$ cat config.mk
export PLATFORM = sky130hd
export DESIGN_NAME = apf_monitor
export DESIGN_NICKNAME = d
export VERILOG_FILES = /design/src/apf_pkg.sv /design/src/apf_monitor.sv
export VERILOG_INCLUDE_DIRS = /design/src
export SDC_FILE = /design/constraint.sdc
export NUM_CORES = 1
export LEC_CHECK = 0
export BUFFER_PORTS_ARGS = -buffer_cell sky130_fd_sc_hd__buf_2
export CAP_MARGIN = 20
export CORE_MARGIN = 8
export CORE_UTILIZATION = 59
export DETAILED_ROUTE_END_ITERATION = 10
export HOLD_SLACK_MARGIN = 0.06
export PLACE_DENSITY = 0.8
export SYNTH_ARGS = -nofsm -noshare
export SYNTH_HDL_FRONTEND = slang
export SYNTH_SLANG_ARGS = --single-unit
$ cat constraint.sdc
create_clock -name sys_clk -period 1.9 [get_ports sys_clk]
set_input_delay 0.095 -clock sys_clk [delete_from_list [all_inputs] [get_ports sys_clk]]
set_output_delay 0.095 -clock sys_clk [all_outputs]
set_load 0.01 [all_outputs]
$ cat src/apf_cfg.svh
// Purpose: Constants of the amplifier protection and fault monitor
// Assumes: 200 MHz system clock
// Notes:   Offsets are control-bus register indices
`ifndef APF_CFG_SVH
`define APF_CFG_SVH
// ----------------------------------------
// Register offsets
// ----------------------------------------
`define APF_REG_FAULT0 8'h00
`define APF_REG_FAULT1 8'h01
`define APF_REG_THERM 8'h04
`define APF_REG_GAIN 8'h05
`define APF_REG_CTRL 8'h0A
`define APF_REG_DCTIME 8'h0B
`define APF_REG_MODE 8'h0C
`define APF_REG_CMD 8'h0D
// ----------------------------------------
// Field positions and reset values
// ----------------------------------------
`define APF_THERM_WARN_LSB 5
`define APF_CMD_GLOBAL_BIT 4
`define APF_CTRL_DCSD_BIT 2
`define APF_CTRL_DCTH_LSB 3
`define APF_MODE_RST 4'hF
`define APF_GAIN_RST 8'h00
`define APF_CLIPSRC_RST 2'h1
`define APF_DCTIME_RST 8'h10
`define APF_ADDR_BASE 7'h6C
// ----------------------------------------
// Timing
// ----------------------------------------
`define APF_CLK_MHZ 200
`define APF_OC_STOP_MIN_US 200
`define APF_OC_STOP_MAX_US 390
`define APF_OC_STOP_CYCLES (`APF_OC_STOP_MIN_US * `APF_CLK_MHZ)
`define APF_OC_STOP_MAX_CYCLES (`APF_OC_STOP_MAX_US * `APF_CLK_MHZ)
`endif

$ cat src/apf_pkg.sv
// Purpose: Types of the amplifier protection and fault monitor
// Assumes: Nothing beyond the config header
// Notes:   Constants live in apf_cfg.svh
package apf_pkg;
    // Source of the clip/heat indicator pin
    typedef enum logic [1:0] {
        SRC_CLIP = 2'b00,
        SRC_WARN = 2'b01,
        SRC_BOTH = 2'b10,
        SRC_TWEET = 2'b11
    } apf_clip_src_t;
endpackage : apf_pkg
$ cat src/apf_monitor.sv
// Purpose: Protection, fault latching and indicator pins of a 4-channel amp
// Assumes: Sense inputs are synchronous comparator outputs; registers
//          are reached through a byte port behind the control-bus engine
// Notes:   Faults latch until the clear command
// What this block does
// - Average overcurrent ends pulse, channel keeps playing
// - Held peak short stops only that channel
// - Overcurrent stop sets fault pin and bit
// - Restart command resumes a stopped channel
// - Brief peak short only limits current
// - Held dc offset raises a dc event
// - Dc event stops channel only when enabled
// - Clip pin follows any full-duty channel
// - Clip pin source selectable among four
// - Clip pin reports thermal warning after reset
// - Three warning levels with hysteresis in 0x04
// - Thermal shutdown mutes all, asserts fault
// - Warning holds until below level one
// - Foldback lowers channel gain
// - Supply low sets fault pin and bit
// - Power-on reset floats bus, clears setup
// - Supply high sets fault pin and bit
// - Per-channel gain 12, 20, 26, 32 dB
// - Mute register and separate fault-clear command
// - Address pin picks address and oscillator role
// - Align pin syncs or drives switching clock
// - All faults readable in registers
// - Faults force high impedance at once
`timescale 1ns/10ps
`include "apf_cfg.svh"
module apf_monitor import apf_pkg::*; #(
    parameter int OC_STOP_CYCLES = `APF_OC_STOP_CYCLES
) (
    // Clock and reset
    input wire logic sys_clk,
    input wire logic rst,
    // Register port from the control-bus engine
    input wire logic regWrEn,
    input wire logic regRdEn,
    input wire logic [7:0] regAddr,
    input wire logic [7:0] regWrData,
    output logic [7:0] regRdData,
    // Per-channel sense
    input wire logic [3:0] avgOverCur,
    input wire logic [3:0] peakOverCur,
    input wire logic [3:0] dcOffsetHigh,
    input wire logic [3:0] fullDuty,
    input wire logic [3:0] tweetDetect,
    // Thermal sense
    input wire logic [2:0] tempAbove,
    input wire logic [2:0] tempBelowHyst,
    input wire logic tempShutdown,
    input wire logic tempFoldback,
    // Supply sense
    input wire logic powerStageLow,
    input wire logic analogSupplyLow,
    input wire logic chargePumpLow,
    input wire logic powerStageHigh,
    input wire logic porActive,
    // Address strap and oscillator alignment
    input wire logic [1:0] addrSel,
    input wire logic oscLocal,
    input wire logic oscAlignIn,
    output logic oscAlignOut,
    output logic oscAlignOe,
    output logic switchRef,
    // Channel control
    output logic [3:0] pulseEnd,
    output logic [3:0] chanHiZ,
    output logic [7:0] chanGain,
    output logic gainFold,
    output logic [1:0] dcThreshold,
    // Pins and identity
    output logic faultN,
    output logic clipHeatN,
    output logic busHiZ,
    output logic [6:0] slaveAddr,
    output logic oscMaster
);
    // ----------------------------------------
    // Elaboration checks
    // ----------------------------------------
    // Shutdown must not pass the upper end of the allowed window and must fit the counter
    if (OC_STOP_CYCLES < 1 || OC_STOP_CYCLES > 65535 ||
            OC_STOP_CYCLES > `APF_OC_STOP_MAX_CYCLES) begin : g_chk
        $error("OC_STOP_CYCLES out of range");
    end
    localparam logic [15:0] OcLimit = 16'(OC_STOP_CYCLES - 1);
    // ----------------------------------------
    // Register decode
    // ----------------------------------------
    wire clrAll = rst | porActive;  // Power-on reset wipes setup
    wire wrGain = regWrEn & (regAddr == `APF_REG_GAIN);
    wire wrCtrl = regWrEn & (regAddr == `APF_REG_CTRL);
    wire wrDcTime = regWrEn & (regAddr == `APF_REG_DCTIME);
    wire wrMode = regWrEn & (regAddr == `APF_REG_MODE);
    wire wrCmd = regWrEn & (regAddr == `APF_REG_CMD);
    // Channel restart mask and global clear from the command
    wire [3:0] chanClr = wrCmd ? regWrData[3:0] : 4'h0;
    wire globClr = wrCmd & regWrData[`APF_CMD_GLOBAL_BIT];
    // Live conditions that force every channel output to high impedance
    wire supplyBad = powerStageLow | analogSupplyLow | chargePumpLow | powerStageHigh;
    wire forceAll = tempShutdown | supplyBad;
    // ----------------------------------------
    // Configuration registers
    // ----------------------------------------
    logic [7:0] gain_q;       // Two bits per channel
    logic [1:0] clipSrc_q;    // Indicator source
    logic dcSdEn_q;           // Stop channel on dc event
    logic [1:0] dcTh_q;       // Dc level to the comparator
    logic [7:0] dcTime_q;     // Dc duration in 256-cycle steps
    logic [3:0] mode_q;       // Mute (high impedance) per channel
    logic [3:0] mode_d;
    // Live supply and thermal faults force mute; set beats the software write
    assign mode_d = forceAll ? 4'hF : wrMode ? regWrData[3:0] : (mode_q & ~chanClr);
    // Configuration writes; reset keeps thermal warning on the pin
    always_ff @(posedge sys_clk) begin
        if (clrAll) begin
            gain_q <= `APF_GAIN_RST;
            clipSrc_q <= `APF_CLIPSRC_RST;
            dcSdEn_q <= 1'b0;  // Dc stop off by default
            dcTh_q <= 2'h0;
            dcTime_q <= `APF_DCTIME_RST;
            mode_q <= `APF_MODE_RST;
        end else begin
            if (wrGain) gain_q <= regWrData;
            if (wrCtrl) begin
                clipSrc_q <= regWrData[1:0];
                dcSdEn_q <= regWrData[`APF_CTRL_DCSD_BIT];
                dcTh_q <= regWrData[`APF_CTRL_DCTH_LSB +: 2];
            end
            if (wrDcTime) dcTime_q <= regWrData;
            mode_q <= mode_d;
        end
    end
    // ----------------------------------------
    // Per-channel protection
    // ----------------------------------------
    wire [3:0] ocStop;    // Latched overcurrent stop
    wire [3:0] dcEvt;     // Latched dc event
    wire [3:0] chanStop;  // Channel held in high impedance
    wire [15:0] dcLimit = {dcTime_q, 8'hFF};
    for (genvar i = 0; i < 4; i++) begin : g_ch
        logic [15:0] ocCnt_q;
        logic [15:0] dcCnt_q;
        logic ocStop_q;
        logic dc_q;
        // Stop immediately on mute, a latched short, an enabled dc event or a live fault
        assign chanStop[i] = mode_q[i] | ocStop_q | (dc_q & dcSdEn_q) | forceAll;
        wire ocRun = peakOverCur[i] & ~chanStop[i];
        wire ocHit = ocRun & (ocCnt_q == OcLimit);
        wire dcRun = dcOffsetHigh[i] & ~chanStop[i];
        wire dcHit = dcRun & (dcCnt_q == dcLimit);
        // Short counter restarts whenever the short lets go
        always_ff @(posedge sys_clk) begin
            if (clrAll) begin
                ocCnt_q <= 16'h0000;
                dcCnt_q <= 16'h0000;
                ocStop_q <= 1'b0;
                dc_q <= 1'b0;
            end else begin
                ocCnt_q <= (ocRun & ~ocHit) ? ocCnt_q + 16'h0001 : 16'h0000;
                dcCnt_q <= (dcRun & ~dcHit) ? dcCnt_q + 16'h0001 : 16'h0000;
                // Set wins over the clear command
                ocStop_q <= ocHit | (ocStop_q & ~chanClr[i]);
                dc_q <= dcHit | (dc_q & ~chanClr[i]);
            end
        end
        assign ocStop[i] = ocStop_q;
        assign dcEvt[i] = dc_q;
        // Gain drops one step under foldback; the lowest step stays put
        wire [1:0] g = gain_q[2*i +: 2];
        assign chanGain[2*i +: 2] = (tempFoldback && g != 2'h0) ? g - 2'h1 : g;

    end
    // ----------------------------------------
    // Global fault latches
    // ----------------------------------------
    logic thermSd_q;       // Thermal shutdown seen
    logic [2:0] supLow_q;  // Power stage, analog, charge pump low
    logic supHigh_q;       // Power stage high
    logic [2:0] warn_q;    // Warning levels with hysteresis
    // Latch faults until the global clear; set wins
    always_ff @(posedge sys_clk) begin
        if (clrAll) begin
            thermSd_q <= 1'b0;
            supLow_q <= 3'h0;
            supHigh_q <= 1'b0;
            warn_q <= 3'h0;
        end else begin
            thermSd_q <= tempShutdown | (thermSd_q & ~globClr);
            supLow_q <= {chargePumpLow, analogSupplyLow, powerStageLow} |
                (supLow_q & {3{~globClr}});
            supHigh_q <= powerStageHigh | (supHigh_q & ~globClr);
            // Clears only once below the lower edge
            warn_q <= tempAbove | (warn_q & ~tempBelowHyst);
        end
    end
    // ----------------------------------------
    // Pins and outputs
    // ----------------------------------------
    // Dc events count only when their stop is enabled
    wire faultAny = |ocStop | (|dcEvt & dcSdEn_q) | thermSd_q | |supLow_q | supHigh_q;
    wire clipAny = |fullDuty;  // One pin for all channels
    wire tweetAny = |tweetDetect;
    logic clipSel;
    always_comb begin
        case (apf_clip_src_t'(clipSrc_q))
            SRC_CLIP: clipSel = clipAny;
            SRC_WARN: clipSel = warn_q[0];
            SRC_BOTH: clipSel = clipAny | warn_q[0];
            SRC_TWEET: clipSel = tweetAny;
            default: clipSel = 1'b0;
        endcase
    end
    // Status register contents
    wire [7:0] fault0 = {supLow_q[2], supLow_q[1], supLow_q[0], thermSd_q, ocStop};
    wire [7:0] fault1 = {3'h0, supHigh_q, dcEvt};
    wire [7:0] therm = {warn_q, tempFoldback, tempShutdown, 3'h0};
    wire [7:0] ctrlRd = {3'h0, dcTh_q, dcSdEn_q, clipSrc_q};
    wire [7:0] modeRd = {chanStop, mode_q};
    logic [7:0] rdMux;
    always_comb begin
        case (regAddr)
            `APF_REG_FAULT0: rdMux = fault0;
            `APF_REG_FAULT1: rdMux = fault1;
            `APF_REG_THERM: rdMux = therm;
            `APF_REG_GAIN: rdMux = gain_q;
            `APF_REG_CTRL: rdMux = ctrlRd;
            `APF_REG_DCTIME: rdMux = dcTime_q;
            `APF_REG_MODE: rdMux = modeRd;
            default: rdMux = 8'h00;  // Unmapped and command read as zero
        endcase
    end
    logic [1:0] addr_q;  // Strap resampled every cycle once reset is released
    // Registered outputs; each starts quiet, channels start muted
    always_ff @(posedge sys_clk) begin
        if (rst) begin
            regRdData <= 8'h00;
            pulseEnd <= 4'h0;
            chanHiZ <= 4'hF;
            faultN <= 1'b1;
            clipHeatN <= 1'b1;
            busHiZ <= 1'b1;
            addr_q <= 2'h0;
            switchRef <= 1'b0;
        end else begin
            regRdData <= regRdEn ? rdMux : regRdData;
            pulseEnd <= (avgOverCur | peakOverCur) & ~chanStop;
            chanHiZ <= chanStop;
            faultN <= ~faultAny;
            clipHeatN <= ~clipSel;
            busHiZ <= porActive;
            addr_q <= addrSel;
            // Slave follows align pin, master its own oscillator
            switchRef <= (addr_q == 2'h0) ? oscLocal : oscAlignIn;
        end
    end
    assign slaveAddr = `APF_ADDR_BASE | {5'h00, addr_q};
    assign oscMaster = (addr_q == 2'h0);
    assign oscAlignOe = oscMaster;  // Master drives the align pin
    assign oscAlignOut = oscLocal;
    assign gainFold = tempFoldback;
    assign dcThreshold = dcTh_q;
endmodule : apf_monitor

# ---- Yosys cells after proc, flatten, opt, wreduce, memory -nomap -nowiden
# Index checks and enable logic that the tools add are counted.
dict set report totals {
  reg_bits 191
  inputBits 57
  output_inout_bits 41
}
dict set report op_classes {
  addsub 12
  eq_ne 18
  n_mux 9
  n_bitwise 114
  n_reduce_logical 25
}
# cell n
set ops {}
lappend ops {{$add 16x1->16 const B} 8}
lappend ops {{$eq 16x16->1} 4}
lappend ops {{$eq 16x16->1 const B} 4}
lappend ops {{$pmux 8 s7} 1}
lappend ops {{$and 1x1->1} 45}
lappend ops {{$eq 8x4->1 const B} 4}
lappend ops {{$or 1x1->1} 32}
lappend ops {{$not 1->1} 27}
lappend ops {{$reduce_or 2->1} 9}
lappend ops {{$eq 8x3->1 const B} 2}
lappend ops {{$reduce_or 4->1} 4}
lappend ops {{$and 4x4->4} 2}
lappend ops {{$eq 8x1->1 const B} 1}
lappend ops {{$logic_not 8->1} 1}
lappend ops {{$mux 2} 4}
lappend ops {{$mux 4} 2}
lappend ops {{$not 4->4} 2}
lappend ops {{$reduce_bool 2->1} 4}
lappend ops {{$sub 2x1->2 const B} 4}
lappend ops {{$and 3x3->3} 2}
lappend ops {{$or 3x3->3} 2}
lappend ops {{$eq 2x2->1 const B} 2}
lappend ops {{$logic_and 1x1->1} 4}
lappend ops {{$logic_not 2->1} 2}
lappend ops {{other kinds (6)} 6}

# ---- Logic depth before layout (Yosys ltp)
# Gate-level depths: netlist of the first run.
dict set report depth {
  word_depth 12
  ltp_mapped 7
  ltp_nobuf 5
}

# ---- Worst setup path before layout of the first run
# Ideal clock, no wire load.
dict set report synth_path {
  path_type {reg-to-reg}
  from {register g_ch[2].dcCnt_q[0]}
  to {register g_ch[2].dcCnt_q[11]}
  t_arrival_ns 1.638
  setup_slack_ns 0.145
  path_stages_with_launch 7
  n_path_buf 1
  period_less_slack_ns 1.755
  path_cell_list {dfxtp_1 -> ha_1 -> and3_1 -> nand4_1 -> o311ai_2 -> buf_2 -> nor2_1}
}
dict set report synth_via {
  elab_chain_cells 6
}
# item line_no
set synth_rtl {}
lappend synth_rtl {{start: declaration} apf_monitor.sv:145} ;# logic [15:0] dcCnt_q;
lappend synth_rtl {{start signal: assignment} apf_monitor.sv:163} ;# dcCnt_q <= (dcRun & ~dcHit) ? dcCnt_q + 16'h0001 : 16'h0000;
lappend synth_rtl {{parallel branches: the longest is 6 deep, another holds $add 16x1->16} n/a}
# Parallel ways; which one is timed is not known.
# A chain may end at the register's enable or synchronous reset.

# ---- Final worst setup path of the first run
dict set report layout_path {
  from {register g_ch[3].dc_q}
  to {register g_ch[3].ocCnt_q[2]}
}
dict set report layout_via {
  elab_chain_cells 10
}
# item line_no
set layout_rtl {}
lappend layout_rtl {{start: declaration} apf_monitor.sv:147} ;# logic dc_q;
lappend layout_rtl {{start signal: assignment} apf_monitor.sv:166} ;# dc_q <= dcHit | (dc_q & ~chanClr[i]);
lappend layout_rtl {{$and 1x1->1 *} apf_monitor.sv:149} ;# assign chanStop[i] = mode_q[i] | ocStop_q | (dc_q & dcSdEn_q) | forceAll;
lappend layout_rtl {{$or 1x1->1 * (2 in a row)} apf_monitor.sv:149}
lappend layout_rtl {{$not 1->1 *} apf_monitor.sv:150} ;# wire ocRun = peakOverCur[i] & ~chanStop[i];
lappend layout_rtl {{$and 1x1->1 *} apf_monitor.sv:150}
lappend layout_rtl {{$and 1x1->1} apf_monitor.sv:151} ;# wire ocHit = ocRun & (ocCnt_q == OcLimit);
lappend layout_rtl {{$not 1->1} apf_monitor.sv:162} ;# ocCnt_q <= (ocRun & ~ocHit) ? ocCnt_q + 16'h0001 : 16'h0000;
lappend layout_rtl {{$and 1x1->1 *} apf_monitor.sv:162}
lappend layout_rtl {{$not 1->1 (no line) *} n/a}
lappend layout_rtl {{$reduce_or 2->1 (no line) *} n/a}
lappend layout_rtl {{end signal: assignment} apf_monitor.sv:162}
lappend layout_rtl {{end: declaration} apf_monitor.sv:144} ;# logic [15:0] ocCnt_q;
# Mark *: on every way between the ends. The rest lies on a longest branch, timed or not.

==> results.cfg, run 1 <==
[grt]
globalRouteMet2Util = 0.382
first_global_vias = 7624
grt_pass1_wl_mm = 36.5
grt_remaining_overflow = 0
busiest_layer = met2
grt_usage = 0.224
grt_max_degree = 23
antenna_found_initial = 0
grt_util_met1 = 0.267
use_met3 = 0.0547

[yosys]
yosysMostFrequentCell = dfxtp_1
ys_ff_latch = 191
netlist_area_um2 = 9070
synthXorXnorAreaFrac = 0.121
synth_top_cells_by_count = dfxtp_1, nor2_1, xnor2_1
synth_top_area_cell = dfxtp_1
synth-compound-area-share = 0.102
yosys.area.top_type_share = 0.422
ys.flop_type = dfxtp_1
synth-edff-count = 0
yosys_warnings = 0
ys_async_sr_fraction = 0
syn_avg_cell_area_um2 = 8.86
synthSimpleGateAreaFrac = 0.255
synth_area_leaders = dfxtp_1, xnor2_1, xor2_1
synthMuxAreaShare = 0.0379
synth-seq-area-share = 0.422
synth-adder-area-share = 0.0166
synth_top_family_by_area = simple AND/OR/NAND/NOR gates
yosysUniqueCellTypes = 62
synth_cells = 1024

[route]
drc = 0
vias = 7923
first_pass_iters = 5
vias_per_cell = 5.81
wirelength_mm = 22.2
drt_iter0_drc = 549
wl_per_cell_um = 16.3
ant_nets = 0

[die]
dieArea_um2 = 19600
start_util = 0.601
io_pins = 98
dieWidth_um = 140
fp-row-count = 45
fp.dieH_um = 140
core-area_um2 = 15100

[finish]
fillCellCount = 1092
fin_area_um2 = 10800
nets = 1233
area_delta_synth_final_pct = 19.6
antenna_cells = 0
post-route-util = 0.719
final_layout_size_suffix_gt1_frac = 0.157

[worst_setup_path]
cp.arrival_ns = 2.15
crit_chain = a211oi_2 > nand2_1 > nor4_1 > dlygate4sd3_1
timing.rr.start = g_ch[3].dc_q
cp.required_ns = 2.28
r2r_setup_slack_ns = 0.13
path_class = register to register
cp-end-kind = register
worst_path_max_delay_cell = dlygate4sd3_1
crit_path_max_incr_delay_ns = 0.60
crit_fanout = 4
r2r-end = g_ch[3].ocCnt_q[2]
cp-start-kind = register
reg2reg_depth = 4

[pwr]
leakagePower_uw = 0.00407
p_per_area_nw_per_um2 = 746
ir_worst_vdd_v = 0.000619

[placed_design]
dp_hpwl_mm = 15.5
routabilityCongestion = 0.867
placed_area_um2 = 9800
io_buffer_count = 92

[hold_path]
worstHoldEndpoint = g_ch[1].ocStop_q
min_path_cells = 3
min_from = peakOverCur[1]
hold_path.class = primary input to register

[sta]
rsz0062_at_grt = false
min_period_ns = 1.77
min_period_over_period = 0.932
max_slew.worst_pin.slew_ns = 0.676
final.setup.tns_ns = 0
maxSlewViolCount = 0
relSlewSlack = 0.549
clock.fmax_mhz = 565
hold_ws_ns = 0.0971
hold_viol_final = 0
skew_ns = 0.00998
setup_viol = 0

[clock_tree]
htree_levels = 4
cts_tree = built
cts_root_buffer = clkbuf_16
clk_pin_slew_worst_paths_ns = 0.07
clk_path_buf_depth = 2
cts.sink_count = 191
clk_latency_ns = 0.44
cts_buffers = 17
postCtsSetupBuffers = 0

[job]
max-cap-violations = 0

[run_status]
status = finished clean
## worst max-delay path: cells and delay by family, from the launching register on
family,cells,cell delay (ns)
AOI/OAI and AO/OA,1,0.39
buffers and inverters,1,0.60
DFF,1,0.36
and+or+nand+nor,2,0.37
## cell type report
class | count | area (um^2) | area share
sequential | 191 | 3820 | 0.353
tap | 188 | 235 | 0.0217
multi-input combinational | 744 | 4850 | 0.447
clock inverter | 11 | 154 | 0.0142
timing repair buffer | 170 | 1160 | 0.107
inverter | 40 | 150 | 0.0138
clock buffer | 20 | 467 | 0.0430
## flip-flops by register name, summed over array words and instances, names as in the netlist, 3 cells and up
| name | flops |
|---|---|
| chanHiZ | 4 |
| dcTime_q | 8 |
| g_ch.dcCnt_q | 64 |
| g_ch.dc_q | 4 |
| g_ch.ocCnt_q | 64 |
| g_ch.ocStop_q | 4 |
| gain_q | 8 |
| mode_q | 4 |
| pulseEnd | 4 |
| regRdData | 8 |
| supLow_q | 3 |
| warn_q | 3 |
## repair_timing
item                                   4_1_cts  5_1_grt
gates resized for setup                      0        4
hold buffers                                41        0
setup endpoints to repair                    0       11
endpoints found under the hold margin       52        0
## per-stage QoR
stage / total power [uW] / setup WS (ns) / instances
floorplan: 4250 / 0.145 / 1027
global placement: 4370 / 0.211 / 1292
detailed placement: 4370 / 0.162 / 1292
CTS: 8110 / 0.0562 / 1364
global route: 8300 / 0.00665 / 1364
finish: 8090 / 0.129 / 1364
## power by group
group          leakage [uW]  internal, uW  switching (uW)
clock              0.000305          2190            1550
sequential          0.00154          4020            10.4
combinational       0.00222           151             170
total               0.00407          6350            1730
## worst max path at each step
stage	start	end	slack, ns	depth (start not counted)
after floorplan	g_ch[2].dcCnt_q[0]	g_ch[2].dcCnt_q[11]	0.14	6
final	g_ch[3].dc_q	g_ch[3].ocCnt_q[2]	0.13	4
after global routing	g_ch[2].dcCnt_q[0]	g_ch[2].dcCnt_q[11]	0.007	6
after CTS	fullDuty[2]	clipHeatN	0.06	7
after global placement	g_ch[2].dcCnt_q[0]	g_ch[2].dcCnt_q[2]	0.21	6
after detailed placement	g_ch[2].dcCnt_q[0]	g_ch[2].dcCnt_q[7]	0.16	6
## placed cells by master (no fill, tap or decap), drive strengths merged, types with 33 or more instances in the layout
| cell type | count |
|---|---|
| nand4 | 51 |
| dfxtp | 191 |
| xnor2 | 70 |
| buf | 129 |
| nor2 | 121 |
| nor3 | 37 |
| a21oi | 33 |
| o21ai | 43 |
| xor2 | 55 |
| dlygate4sd3 | 40 |
| inv | 43 |
| nand2 | 57 |
| nand3 | 44 |
## layer usage
metal / part of all wire / vias up
li1: - / 3908
met3: 0.059 / 45
met2: 0.47 / 246
met1: 0.44 / 3724
met4: 0.026 / 0
met5: 0 / -
## cell families after synthesis
kind of cell | Yosys count
compound gates | 139
other cells | 2
xor+xnor | 125
simple gates | 430
fa+ha+maj | 12
flops | 191
mux | 33
buf+inv | 92
(Power assumes the default switching activity.)
==> run 2: changes to the inputs <==
Settings changed: CELL_PAD_IN_SITES_DETAIL_PLACEMENT set to 0, CELL_PAD_IN_SITES_GLOBAL_PLACEMENT set to 1, CORE_UTILIZATION 59 to 45, PLACE_DENSITY 0.8 to not set, PLACE_DENSITY_LB_ADDON set to 0.1.
==> run 2 against run 1 <==
Core utilization shrank 17 points. Flip-flop and latch count is the same. Power shrank 0.21%. Non-clock buffer count grew 8. Sequential power is essentially flat. Via count shrank 3.8%. Maximum frequency grew 0.77%. Register-to-register slack is essentially flat. Combinational power is essentially flat. Global-route usage shrank 3.8 points. Critical path depth is the same. Critical path type unchanged. Largest cell class unchanged.
==> results.cfg, run 2 (synthesis gave the netlist of run 1 again) <==
[sta]
skew_ns = 0.0114
setup_viol = 0
max_slew.worst_pin.slew_ns = 0.544
min_period_ns = 1.76
maxSlewViolCount = 0
relSlewSlack = 0.637
min_period_over_period = 0.925
hold_viol_final = 0
clock.fmax_mhz = 569
setup_slack_ns = 0.143

[worst_setup_path]
crit_chain = ha_1 > nand4_1 > or4_1 > o21ai_0
worst_path_max_delay_cell = or4_1
crit_fanout = 7
cp-start-kind = register
path_delay_family = simple AND/OR/NAND/NOR gates
crit_path_max_incr_delay_ns = 0.61
cp.buffers_inverters = 0
path_class = register to register
cp-end-kind = register
cp.required_ns = 2.25
cp.arrival_ns = 2.11
r2r_setup_slack_ns = 0.14

[grt]
first_global_vias = 7340
grt_usage = 0.186
grt_max_degree = 30
antenna_found_initial = 0
grt_pass1_wl_mm = 37.3
grt_remaining_overflow = 0

[clock_tree]
clk_pin_slew_worst_paths_ns = 0.08
cts_tree = built
clk_path_buf_depth = 2
htree_levels = 4
clk_latency_ns = 0.43
cts_root_buffer = clkbuf_16
cts_buffers = 17
cts.sink_count = 191

[route]
vias_per_cell = 5.24
wl_per_cell_um = 15.5
drc = 0
wirelength_mm = 22.5
drt_iter0_drc = 397
first_pass_iters = 5
vias = 7624
ant_nets = 0

[finish]
final_layout_size_suffix_gt1_frac = 0.162
post-route-util = 0.548
reg_top3 = g_ch.dcCnt_q: 64 flops, g_ch.ocCnt_q: 64 flops
final_cell_mix = dfxtp_1, nor2_1, buf_2
final_common_cell = dfxtp_1
nets = 1241
area_delta_synth_final_pct = 21.1
antenna_cells = 0

[pwr]
ir_worst_vdd_v = 0.000550
total_power_uw = 8070
swShare = 0.225
leakagePower_uw = 0.00408
p_clk_frac = 0.461
p_per_area_nw_per_um2 = 735
power.switching_uw = 1810
p_int_uw = 6260
power_frac_seq = 0.499
p_comb_frac = 0.040

[job]
max-cap-violations = 0

[hold_path]
hold_path.class = primary input to register

[die]
io_pins = 98
core-area_um2 = 20000
dieArea_um2 = 25000
dieWidth_um = 158
start_util = 0.453
fp.dieH_um = 158
fp-row-count = 52

[placed_design]
dp_hpwl_mm = 16.4
routabilityCongestion = 0.810
io_buffer_count = 92
post-place-ws_ns = 0.0906

[run_status]
status = finished clean
## run 2: timing repair
item,4_1_cts,5_1_grt
hold endpoints to repair,49,0
resized for setup,0,1
buffers inserted,0,1
endpoints found under the setup margin,0,15
hold buffers,41,0
## run 2: path summary, 6_finish.rpt
check                startpoint                  to  cells past startpoint
max          g_ch[3].dcCnt_q[0]        g_ch[3].dc_q                      4
min                         rst          chanHiZ[1]                      3
max reg2reg  g_ch[3].dcCnt_q[0]        g_ch[3].dc_q                      4
min reg2reg  g_ch[1].dcCnt_q[0]  g_ch[1].dcCnt_q[0]                      1
## run 2: power groups by stage
| stage | sequential [uW] | clock [uW] | combinational (uW) |
|---|---|---|---|
| 2_1_floorplan | 4120 | 0 | 131 |
| 3_3_place_gp | 4120 | 0 | 263 |
| 3_5_place_dp | 4120 | 0 | 262 |
| 4_1_cts | 4030 | 3820 | 322 |
| 5_1_grt | 4030 | 3990 | 348 |
| 6_report | 4030 | 3720 | 323 |
## run 2: final cells by class
cell class / instances / area (um^2)
Clock buffer: 21 / 470
Clock inverter: 11 / 149
Fill cell: 1932 / 9050
Inverter: 40 / 150
Multi-Input combinational cell: 744 / 4840
Sequential cell: 191 / 3820
Tap cell: 270 / 338
Timing Repair Buffer: 178 / 1210
## run 2: tightest hold or removal path: stages
cell and delay, ns:
buf_2 0.17, nor2_1 0.11, nand2_1 0.10
## run 2: per-layer routing
layer,global-route usage,routed length [um],vias up
li1,-,-,3916
met1,0.244,10800,3553
met2,0.309,10500,135
met3,0.0347,1000,20
met4,0.0463,241,0
met5,0,0,-
## run 2: metrics by stage
step	hold WS (ns)	TNS [ns]	area (um^2)	instances
5_1_grt	0.0910	-0.146	11000	1455
2_1_floorplan	0.164	0	9080	1027
3_5_place_dp	0.306	0	9950	1382
4_1_cts	0.0806	0	11000	1455
3_3_place_gp	0.303	0	9950	1382
6_report	0.0785	0	11000	1455
==> run 3: changes to the inputs <==
Settings changed: MAX_ROUTING_LAYER set to met4, TNS_END_PERCENT set to 20.
==> run 3 against run 2 <==
Clock-buffer cell count is the same. Critical path depth is the same. Flip-flop and latch count is the same. Die area is the same. Clock power is essentially flat. Core utilization is the same. Wire length is essentially flat. Register-to-register slack is essentially flat. Non-clock buffer count is the same. First-iteration DRC count shrank 5.3%. Largest power group unchanged.
==> results.cfg, run 3 (synthesis gave the netlist of run 1 again) <==
[route]
vias_per_cell = 5.24
ant_nets = 0
wirelength_mm = 22.6
drt_iter0_drc = 376
first_pass_iters = 5
vias = 7627
wl_per_cell_um = 15.5
drc = 0

[die]
start_util = 0.453
dieWidth_um = 158
dieArea_um2 = 25000
fp.dieH_um = 158
core-area_um2 = 20000
io_pins = 98
fp-row-count = 52

[worst_setup_path]
reg2reg_depth = 4
r2r_setup_slack_ns = 0.14
critPathCapture = g_ch[3].dc_q
cp-start-kind = register
cp-startpoint = g_ch[3].dcCnt_q[0]
r2r-end = g_ch[3].dc_q
timing.rr.start = g_ch[3].dcCnt_q[0]
cp.arrival_ns = 2.11
cp-end-kind = register
path_class = register to register
crit_fanout = 7
cp.required_ns = 2.25

[grt]
first_global_vias = 7345
grt_remaining_overflow = 0
antenna_found_initial = 0
grt_usage = 0.191
grt_pass1_wl_mm = 37.3
grt_max_degree = 30

[finish]
final_common_cell = dfxtp_1
antenna_cells = 0
nets = 1241
reg_top3 = g_ch.dcCnt_q: 64 flops, g_ch.ocCnt_q: 64 flops
final_cell_mix = dfxtp_1, nor2_1, buf_2
final_layout_size_suffix_gt1_frac = 0.162
post-route-util = 0.548
area_delta_synth_final_pct = 21.1

[clock_tree]
cts_tree = built
clk_path_buf_depth = 2
clk_pin_slew_worst_paths_ns = 0.08
clk_latency_ns = 0.43
cts_buffers = 17
cts_root_buffer = clkbuf_16
htree_levels = 4
cts.sink_count = 191

[pwr]
p_per_area_nw_per_um2 = 734
total_power_uw = 8070
leakagePower_uw = 0.00408
ir_worst_vdd_v = 0.000549

[placed_design]
io_buffer_count = 92
dp_hpwl_mm = 16.4
routabilityCongestion = 0.822

[run_status]
status = finished clean

[sta]
maxSlewViolCount = 0
max_slew.worst_pin.slew_ns = 0.538
hold_viol_final = 0
setup_viol = 0
min_period_ns = 1.76
clock.fmax_mhz = 569
skew_ns = 0.0120
relSlewSlack = 0.641
final.setup.tns_ns = 0
min_period_over_period = 0.925

[hold_path]
hold_path.class = primary input to register

[job]
max-cap-violations = 0
run 3: cell counts in the layout (fill, tap and decap cells not counted):
No cell type changed its count.
run 3: critical path, cell delays in order (launching register included):
cell and delay [ns]:
dfxtp_1 0.37, ha_1 0.22, nand4_1 0.32, or4_1 0.61
o21ai_0 0.16
run 3: timing repair:
| item | in CTS | in global routing |
|---|---|---|
| setup endpoints to repair | 0 | 15 |
| resized for setup | 0 | 1 |
| hold buffers | 41 | 0 |
| buffers inserted | 0 | 1 |
| hold endpoints to repair | 49 | 0 |
run 3: worst min path at each step:
stage	start	to	cells past startpoint	slack, ns
finish	rst	chanHiZ[1]	3	0.08
global route	rst	chanHiZ[1]	3	0.09
CTS	rst	faultN	3	0.08
detailed placement	tempAbove[0]	warn_q[0]	3	0.31
global placement	addrSel[0]	addr_q[0]	2	0.30
floorplan	rst	switchRef	1	0.16
run 3: report_power, final:
part	total, uW	switching [uW]	internal (uW)
sequential	4030	10.5	4020
combinational	323	170	153
clock	3720	1630	2090
total	8070	1810	6260
run 3: final cells by class:
type / count / area [um^2]
sequential: 191 / 3820
clock inverter: 11 / 149
tap: 270 / 338
multi-input combinational: 744 / 4840
clock buffer: 21 / 470
timing repair buffer: 178 / 1210
inverter: 40 / 150
fill: 1932 / 9050
run 3: stage by stage:
stage          setup slack, ns  instance area (um^2)  hold slack (ns)  instances
6_report                 0.142                 11000           0.0773       1455
5_1_grt                -0.0297                 11000           0.0895       1455
2_1_floorplan            0.145                  9080            0.164       1027
3_5_place_dp            0.0906                  9950            0.306       1382
4_1_cts                 0.0387                 11000           0.0806       1455
3_3_place_gp             0.173                  9950            0.303       1382
run 3: routing by layer:
metal	wire length (um)	GRT usage
met1	10800	0.244
met2	10500	0.309
met5	0	-
met4	230	0.0463
met3	1010	0.0352
